File: config.mk
export PLATFORM = sky130hd
export DESIGN_NAME = dual_mode_host_interface
export DESIGN_NICKNAME = d
export VERILOG_FILES = /design/src/inc/hif_pkg.sv /design/src/inc/hif_pins_if.sv /design/src/hdl/dual_mode_host_interface.sv /design/src/hdl/hif_pin_sync.sv
export VERILOG_INCLUDE_DIRS = /design/src /design/src/inc
export SDC_FILE = /design/constraint.sdc
export NUM_CORES = 1
export LEC_CHECK = 0
export BUFFER_PORTS_ARGS = -buffer_cell sky130_fd_sc_hd__buf_2
export CAP_MARGIN = 20
export CORE_ASPECT_RATIO = 0.8
export CORE_MARGIN = 2
export CORE_UTILIZATION = 45
export DETAILED_ROUTE_END_ITERATION = 8
export PLACE_DENSITY_LB_ADDON = 0.25
export SLEW_MARGIN = 0
export SYNTH_ARGS = -nofsm -noshare
export SYNTH_HDL_FRONTEND = slang
export SYNTH_HIERARCHICAL = 1
export SYNTH_SLANG_ARGS = --single-unit
File: constraint.sdc
create_clock -name core_clock_i -period 2.1 [get_ports core_clock_i]
set_input_delay 0.42 -clock core_clock_i [delete_from_list [all_inputs] [get_ports core_clock_i]]
set_output_delay 0.42 -clock core_clock_i [all_outputs]
set_load 0.1 [all_outputs]
File: src/inc/hif_regs.svh
`ifndef HIF_REGS_SVH
`define HIF_REGS_SVH

// Strap codes: serial is all zeros, parallel matches bits 3:1 with bit 0 ignored
`define STRAP_SERIAL 4'h0
`define STRAP_PAR_HIGH 3'h2

// Core clock rate and documented times
`define CLK_MHZ 64'd250
`define RST_PULSE_NS 64'd500
`define INIT_TIME_NS 64'd60300000
`define PD_SWITCH_NS 64'd300

// Least time in ns rounded up to whole core clock cycles
`define CYC_LEAST(ns) ((((ns) * `CLK_MHZ) + 64'd999) / 64'd1000)

// Reset value of the synchroniser chain: strobes, select and reset pin idle high
`define SYNC_IDLE 19'h00071

`endif

File: src/inc/hif_pkg.sv
package hif_pkg;

    typedef enum logic [1:0] {
        HOST_MODE_OFF,
        HOST_MODE_SERIAL,
        HOST_MODE_PARALLEL
    } host_mode_t;

    typedef enum logic [1:0] {
        PWR_FAST,
        PWR_SWITCHING,
        PWR_LOW
    } pwr_state_t;

endpackage : hif_pkg

File: src/inc/hif_pins_if.sv
`timescale 1ns/1ps

// Host pins after synchronisation into the core clock domain
interface hif_pins_if;
    logic cs_n;
    logic sclk;
    logic mosi;
    logic miso_in;
    logic rd_n;
    logic wr_n;
    logic hrst_n;
    logic [7:0] data;
    logic [3:0] straps;

    modport src (output cs_n, sclk, mosi, miso_in, rd_n, wr_n, hrst_n, data, straps);
    modport dst (input cs_n, sclk, mosi, miso_in, rd_n, wr_n, hrst_n, data, straps);
endinterface : hif_pins_if

File: src/hdl/dual_mode_host_interface.sv
// Function
// - Straps 0000 select serial mode, 010x select parallel mode.
// - Serial data input doubles as parallel address bit 0.
// - Serial data output pin becomes input address bit 1 in parallel mode.
// - Write strobe assertion latches the data bus into the addressed location.
// - Data bus used only in parallel mode; never driven in serial mode.
// - Interrupt output low while an unmasked event is pending, else high.
// - After reset release, 60.3 ms initialisation before any access.
// - Serial port supports modes 0 and 3; parallel has 2 address lines.
// - Power-down switches to low clock; cancel only after 300 ns.
`timescale 1ns/1ps
`include "hif_regs.svh"

module dual_mode_host_interface #(
    parameter int unsigned INIT_W = 24,
    parameter int unsigned INIT_CYCLES = int'(`CYC_LEAST(`INIT_TIME_NS))
) (
    // Clock and reset
    input wire logic core_clock_i,
    input wire logic rst_n_i,
    // Straps and reset pin
    input wire logic [3:0] iface_select_straps_i,
    input wire logic hard_reset_n_i,
    // Shared host pins
    input wire logic chip_select_n_i,
    input wire logic sclk_i,
    input wire logic mosi_bus_addr_bit0_i,
    input wire logic miso_i,
    output logic miso_o,
    output logic miso_oe_n_o,
    input wire logic read_strobe_n_i,
    input wire logic write_strobe_n_i,
    input wire logic [7:0] parallel_data_bus_i,
    output logic [7:0] parallel_data_bus_o,
    output logic parallel_data_bus_oe_n_o,
    output logic irq_out_n_o,
    // Core register access
    output logic [1:0] reg_addr_o,
    output logic reg_rd_o,
    input wire logic [7:0] reg_rd_data_i,
    output logic reg_wr_o,
    output logic [7:0] reg_wr_data_o,
    output logic [7:0] spi_rx_data_o,
    output logic spi_rx_valid_o,
    input wire logic [7:0] spi_tx_data_i,
    // Core status and interrupt sources
    output hif_pkg::host_mode_t host_mode_o,
    output logic core_reset_o,
    output logic core_ready_o,
    output logic strobe_conflict_o,
    input wire logic event_pending_i,
    input wire logic irq_pin_enable_i,
    // Power-down clock switch
    input wire logic phy_power_down_i,
    input wire logic phy_auto_reset_i,
    output logic core_clock_choice_o,
    output logic pd_settled_o,
    output logic phy_req_conflict_o
);
    import hif_pkg::*;

    localparam logic [6:0] RST_CYCLES = 7'(`CYC_LEAST(`RST_PULSE_NS));
    localparam logic [6:0] PD_CYCLES = 7'(`CYC_LEAST(`PD_SWITCH_NS));

    hif_pins_if pins ();

    hif_pin_sync u_sync (
        .core_clock_i(core_clock_i),
        .rst_n_i(rst_n_i),
        .cs_n_i(chip_select_n_i),
        .sclk_i(sclk_i),
        .mosi_i(mosi_bus_addr_bit0_i),
        .miso_i(miso_i),
        .rd_n_i(read_strobe_n_i),
        .wr_n_i(write_strobe_n_i),
        .hrst_n_i(hard_reset_n_i),
        .data_i(parallel_data_bus_i),
        .straps_i(iface_select_straps_i),
        .pins_o(pins.src)
    );

    ////////////////////////////////////////////////////////////////////////////////
    // Reset qualification, initialisation and mode latch

    logic [6:0] hrst_cnt_q;
    logic [INIT_W-1:0] init_cnt_q;
    logic ready_q;
    logic core_reset_q;
    host_mode_t mode_q;
    host_mode_t strap_mode;
    logic acc_en;

    assign strap_mode = (pins.straps == `STRAP_SERIAL) ? HOST_MODE_SERIAL :
                        (pins.straps[3:1] == `STRAP_PAR_HIGH) ? HOST_MODE_PARALLEL :
                        HOST_MODE_OFF;
    assign acc_en = ready_q && !core_reset_q;

    // pulse filter; short glitches only pause the init count
    always_ff @(posedge core_clock_i)
    begin
        if (!rst_n_i)
        begin
            hrst_cnt_q <= 7'h00;
            core_reset_q <= 1'b0;
            init_cnt_q <= '0;
            ready_q <= 1'b0;
        end
        else if (!pins.hrst_n)
        begin
            if (hrst_cnt_q != RST_CYCLES - 7'h01)
                hrst_cnt_q <= hrst_cnt_q + 7'h01;
            else
            begin
                core_reset_q <= 1'b1;
                ready_q <= 1'b0;
                init_cnt_q <= '0;
            end
        end
        else
        begin
            hrst_cnt_q <= 7'h00;
            core_reset_q <= 1'b0;
            if (!ready_q)
            begin
                init_cnt_q <= init_cnt_q + INIT_W'(1);
                ready_q <= (init_cnt_q == INIT_W'(INIT_CYCLES - 1));
            end
        end
    end

    // Straps are only followed while not ready, so a mid-run strap change is harmless
    always_ff @(posedge core_clock_i)
    begin
        if (!rst_n_i)
            mode_q <= HOST_MODE_OFF;
        else if (!acc_en)
            mode_q <= strap_mode;
    end

    assign host_mode_o = mode_q;
    assign core_reset_o = core_reset_q;
    assign core_ready_o = ready_q;

    ////////////////////////////////////////////////////////////////////////////////
    // Parallel bus

    logic par_sel;
    logic rd_act;
    logic wr_act;
    logic rd_act_q;
    logic wr_act_q;
    logic rd_start;
    logic [7:0] rd_data_q;

    // read strobe only counts in parallel mode
    assign par_sel = acc_en && (mode_q == HOST_MODE_PARALLEL) && !pins.cs_n;
    assign rd_act = par_sel && !pins.rd_n && pins.wr_n;
    assign wr_act = par_sel && !pins.wr_n && pins.rd_n;
    assign strobe_conflict_o = par_sel && !pins.rd_n && !pins.wr_n;
    assign rd_start = rd_act && !rd_act_q;
    // address taken from the shared serial pins
    assign reg_addr_o = {pins.miso_in, pins.mosi};
    assign reg_rd_o = rd_start;
    assign reg_wr_o = wr_act && !wr_act_q;
    assign reg_wr_data_o = pins.data;

    // read data lands one edge after the synchronised strobe
    always_ff @(posedge core_clock_i)
    begin
        if (!rst_n_i)
        begin
            rd_act_q <= 1'b0;
            wr_act_q <= 1'b0;
            rd_data_q <= 8'h00;
        end
        else
        begin
            rd_act_q <= rd_act;
            wr_act_q <= wr_act;
            if (rd_start)
                rd_data_q <= reg_rd_data_i;
        end
    end

    // bus driven only during a parallel read
    assign parallel_data_bus_o = rd_data_q;
    assign parallel_data_bus_oe_n_o = !rd_act_q;

    ////////////////////////////////////////////////////////////////////////////////
    // Serial port, modes 0 and 3

    logic ser_sel;
    logic sclk_q;
    logic sclk_rise;
    logic [2:0] bit_cnt_q;
    logic [7:0] rx_sh_q;
    logic [7:0] tx_sh_q;
    logic [7:0] rx_data_q;
    logic rx_valid_q;

    // serial clock is dead outside serial mode
    assign ser_sel = acc_en && (mode_q == HOST_MODE_SERIAL) && !pins.cs_n;
    assign sclk_rise = ser_sel && pins.sclk && !sclk_q;

    // both modes sample on the rising edge and advance output just after it
    always_ff @(posedge core_clock_i)
    begin
        if (!rst_n_i)
        begin
            sclk_q <= 1'b0;
            bit_cnt_q <= 3'h0;
            rx_sh_q <= 8'h00;
            tx_sh_q <= 8'h00;
            rx_data_q <= 8'h00;
            rx_valid_q <= 1'b0;
        end
        else
        begin
            sclk_q <= pins.sclk;
            rx_valid_q <= sclk_rise && (bit_cnt_q == 3'h7);
            if (!ser_sel)
            begin
                bit_cnt_q <= 3'h0;
                tx_sh_q <= spi_tx_data_i;
            end
            else if (sclk_rise)
            begin
                rx_sh_q <= {rx_sh_q[6:0], pins.mosi};
                bit_cnt_q <= bit_cnt_q + 3'h1;
                tx_sh_q <= (bit_cnt_q == 3'h7) ? spi_tx_data_i : {tx_sh_q[6:0], 1'b0};
                if (bit_cnt_q == 3'h7)
                    rx_data_q <= {rx_sh_q[6:0], pins.mosi};
            end
        end
    end

    // output pin driven only while selected in serial mode
    assign miso_o = tx_sh_q[7];
    assign miso_oe_n_o = !ser_sel;
    assign spi_rx_data_o = rx_data_q;
    assign spi_rx_valid_o = rx_valid_q;

    ////////////////////////////////////////////////////////////////////////////////
    // Interrupt pin and power-down clock switch

    logic irq_n_q;
    pwr_state_t pwr_q;
    logic [6:0] pd_cnt_q;
    logic req_clash;

    // active low while an enabled event is pending
    always_ff @(posedge core_clock_i)
    begin
        if (!rst_n_i)
            irq_n_q <= 1'b1;
        else
            irq_n_q <= !(event_pending_i && irq_pin_enable_i);
    end
    assign irq_out_n_o = irq_n_q;

    // a clashing request is refused and flagged
    assign req_clash = phy_power_down_i && phy_auto_reset_i;

    // cancel is ignored until the switch time has run out
    always_ff @(posedge core_clock_i)
    begin
        if (!rst_n_i)
        begin
            pwr_q <= PWR_FAST;
            pd_cnt_q <= 7'h00;
            phy_req_conflict_o <= 1'b0;
        end
        else
        begin
            phy_req_conflict_o <= req_clash;
            case (pwr_q)
                PWR_FAST:
                begin
                    pd_cnt_q <= 7'h00;
                    if (phy_power_down_i && !req_clash)
                        pwr_q <= PWR_SWITCHING;
                end
                PWR_SWITCHING:
                begin
                    pd_cnt_q <= pd_cnt_q + 7'h01;
                    if (pd_cnt_q == PD_CYCLES - 7'h01)
                        pwr_q <= PWR_LOW;
                end
                PWR_LOW:
                    if (!phy_power_down_i)
                        pwr_q <= PWR_FAST;
                default:
                    pwr_q <= PWR_FAST;
            endcase
        end
    end

    assign core_clock_choice_o = (pwr_q != PWR_FAST);
    assign pd_settled_o = (pwr_q == PWR_LOW);
endmodule : dual_mode_host_interface

File: src/hdl/hif_pin_sync.sv
`timescale 1ns/1ps
`include "hif_regs.svh"

module hif_pin_sync (
    // Clock and reset
    input wire logic core_clock_i,
    input wire logic rst_n_i,
    // Raw host pins
    input wire logic cs_n_i,
    input wire logic sclk_i,
    input wire logic mosi_i,
    input wire logic miso_i,
    input wire logic rd_n_i,
    input wire logic wr_n_i,
    input wire logic hrst_n_i,
    input wire logic [7:0] data_i,
    input wire logic [3:0] straps_i,
    // Synchronised copies
    hif_pins_if.src pins_o
);

    logic [18:0] meta_q;
    logic [18:0] sync_q;
    logic [18:0] raw;

    assign raw = {straps_i, data_i, hrst_n_i, wr_n_i, rd_n_i, miso_i, mosi_i, sclk_i, cs_n_i};

    // Two stages; only the second stage is read by the core
    always_ff @(posedge core_clock_i)
    begin
        if (!rst_n_i)
        begin
            meta_q <= `SYNC_IDLE;
            sync_q <= `SYNC_IDLE;
        end
        else
        begin
            meta_q <= raw;
            sync_q <= meta_q;
        end
    end

    assign pins_o.cs_n = sync_q[0];
    assign pins_o.sclk = sync_q[1];
    assign pins_o.mosi = sync_q[2];
    assign pins_o.miso_in = sync_q[3];
    assign pins_o.rd_n = sync_q[4];
    assign pins_o.wr_n = sync_q[5];
    assign pins_o.hrst_n = sync_q[6];
    assign pins_o.data = sync_q[14:7];
    assign pins_o.straps = sync_q[18:15];

endmodule : hif_pin_sync

==> flow_summary_export.csv <==
group,metric,value,unit
hold_path,holdCritPathClass,"input pin to register",
global_route,met1_usage,25.2,%
global_route,grt_pass1_vias,3639,
floorplanning,io_pins,82,
synth,yosysSeqAreaShare,50.3,%
drt,wire_per_inst,13.7,µm
synth,ys.flop_type,"dfxtp_1",
synth,syn_inst,506,
global_route,gr-total-overflow,0,
drt,vias,3940,
place,dpl.cell_count,713,
critical_path,startpoint,"core_ready_o",
synth,synth_most_common_cell,"dfxtp_1",
global_route,met2_usage,26.4,%
drt,ant_nets,0,
synth,synth_nets,555,
clocking,cts_sinks,122,
layout,antennaDiodeCount,0,
place,dp_hpwl,7130,µm
clocking,htree_levels,4,
drt,wirelength,10200,µm
global_route,grt_pass1_wl,17200,µm
synth,netlist_area,0.00485,mm²
critical_path,slowest_delay,0.43,ns
place,portBuffers,81,
clocking,cts_buffer_depth,2,
synth,yosysWarnings,6,
layout,drive_gt1_share,24.8,%
layout,syn2layout_area_growth,25.7,%
layout,postLayoutCoreUtil,58.9,%
global_route,grt_util_met3,5.37,%
critical_path,cpMaxStageDelayCell,"or3_4",
global_route,antenna_found_initial,0,
global_route,grtUsageTotal,18.3,%
synth,ys_types,46,
floorplanning,start_util,46.8,%
run_status,status,"finished, violations left",
sta,fmax,0.441,GHz
layout,instances_no_fill,745,
drt,viasPerCell,5.29,
floorplanning,rows,33,
power,leakagePower,2.43,nW
hold_path,hp-start,"irq_pin_enable_i",
run_status,violations,"setup timing",
critical_path,r2r_start,"init_cnt_q[8]",
layout,num-nets-final,646,
sta,fin_skew,0.00645,ns
floorplanning,die_w,120,µm
job,maxCapViolCount,0,
synth,synth.avg_cell_area,9.59,µm²
clocking,clk_pin_slew,0.05,ns
sta,finalSetupViolations,3,
power,powerDensity,866,mW/mm²
global_route,grt_max_degree,34,
sta,period_share,108,%
synth,synth.top_cell.area_share,50.3,%
floorplanning,die_area,0.0116,mm²
critical_path,crit_type,"register to output port",
clocking,hold_buffers,0,
clocking,cts_buffers,17,
sta,holdWs,0.189,ns
critical_path,cp_cell_sequence,"or3b_4 -> or3_4 -> nor2_4 -> buf_12",
synth,post-synth-top-area-cell,"dfxtp_1",
critical_path,arrival,1.85,ns
drt,dr.pass1.iters,5,
synth,ys_async_sr_fraction,0,%
global_route,busiest_layer,"met2",
critical_path,end_kind,"output port",
drt,drc_errors,0,
power,max-vdd-ir-drop,0.541,mV
sta,slew-limit-headroom,63.7,%
synth,synth_common_cells,"122 x dfxtp_1, 44 x a21oi_1, 34 x nor2_1",
floorplanning,die_h,96.9,µm
layout,fill_cells,876,
place,routabilityCongestion,0.924,
clocking,tritoncts,"built",
synth,synth-seq-cells,122,
critical_path,crit_path_max_fanout,5,
drt,first_iter_violations,179,
sta,fin_ws,-0.166,ns
critical_path,cp_data_required_time,1.68,ns
sta,tightestPinTransition,0.544,ns
floorplanning,core-area,0.0104,mm²
sta,slew_viol_final,0,
sta,fin_crit,2.27,ns
synth,synth_area_leaders,"dfxtp_1 50%, mux2i_1 6.4%, a21oi_1 4.5%",
sta,rsz0062_at_grt,"yes",
critical_path,start_kind,"register",
clocking,cts_root_buffer,"clkbuf_16",
clocking,clock_latency,0.40,ns
synth,synth-edff-count,0,
sta,finalHoldViolations,0,
## timing repair
action | in CTS | in global routing
gates resized for setup | 1 | 9
pin swaps | 3 | 3
setup endpoints to repair | 4 | 7
buffers inserted | 2 | 3
## per-stage QoR
stage	TNS (ns)	cell area [µm²]	worst slack, ns	power, mW
after floorplan	-1.71	4930	-0.651	2.66
after global placement	0	5500	0.0920	2.74
after detailed placement	0	5500	0.0655	2.74
after CTS	-0.760	6040	-0.225	5.35
after global routing	-0.672	6100	-0.232	5.49
final	-0.457	6100	-0.166	5.28
## final timing paths
path | cells after the start | end | slack [ns]
setup / recovery | 4 | reg_rd_o | -0.17
hold / removal | 2 | irq_out_n_o | 0.19
setup reg to reg | 4 | init_cnt_q[20] | 0.10
hold reg to reg | 1 | u_sync/sync_q[6] | 0.41
## worst max-delay path, delay by kind of cell (launching register included)
family	cells	cell delay, ns
buf+inv	1	0.18
simple gates	3	0.93
flops	1	0.33
## layer usage
layer / vias up / share of wire, %
li1: 1976 / -
met5: - / 0
met2: 117 / 44
met1: 1834 / 49
met4: 0 / 1.1
met3: 13 / 6.4
## final cells by class
type	instances	area (µm²)	area share, %
Timing Repair Buffer	99	604	9.91
Clock buffer	23	478	7.84
Multi-Input combinational cell	345	2300	37.7
Tap cell	140	175	2.87
Clock inverter	4	45.0	0.738
Sequential cell	122	2450	40.2
Inverter	12	45.0	0.738
## state kept, by name, summed over array words and instances (netlist names), 2 cells and up
| register | cells |
|---|---|
| hrst_cnt_q | 7 |
| host_mode_o | 2 |
| spi_rx_data_o | 8 |
| bit_cnt_q | 3 |
| init_cnt_q | 24 |
| u_sync/sync_q | 19 |
| parallel_data_bus_o | 8 |
| pd_cnt_q | 7 |
| pwr_q | 2 |
| u_sync/meta_q | 19 |
| tx_sh_q | 8 |
| rx_sh_q | 7 |
## cell usage in the layout, fill, tap and decap left out, types with 4 or more instances in the layout
master and instances:
nand2b_1 15, nand2_1 24, dfxtp_1 117, o21ai_0 23
or4_1 15, o31ai_1 14, inv_1 10, buf_4 16
nor4b_1 5, xnor2_1 5, clkbuf_16 17, nor4_1 4
nor2_1 31, nand4_1 6, nand3_1 26, buf_12 4
mux2i_1 31, and2_1 33, ha_1 8, buf_2 77
nor3_1 7, or3_1 8, xor2_1 6, a21oi_1 43
## power breakdown
part	internal (mW)	switching, mW
registers	2.37	0.0302
clock network	1.68	0.910
logic	0.0927	0.200
## kinds of logic after synthesis
family / synth area share, %
adders and majority gates: 2.06
buffers and inverters: 3.84
muxes: 6.40
and+or+nand+nor: 25.5
xor gates and xnor gates: 1.99
AOI/OAI and AO/OA: 9.93
DFF: 50.3
(Power assumes the default switching activity.)
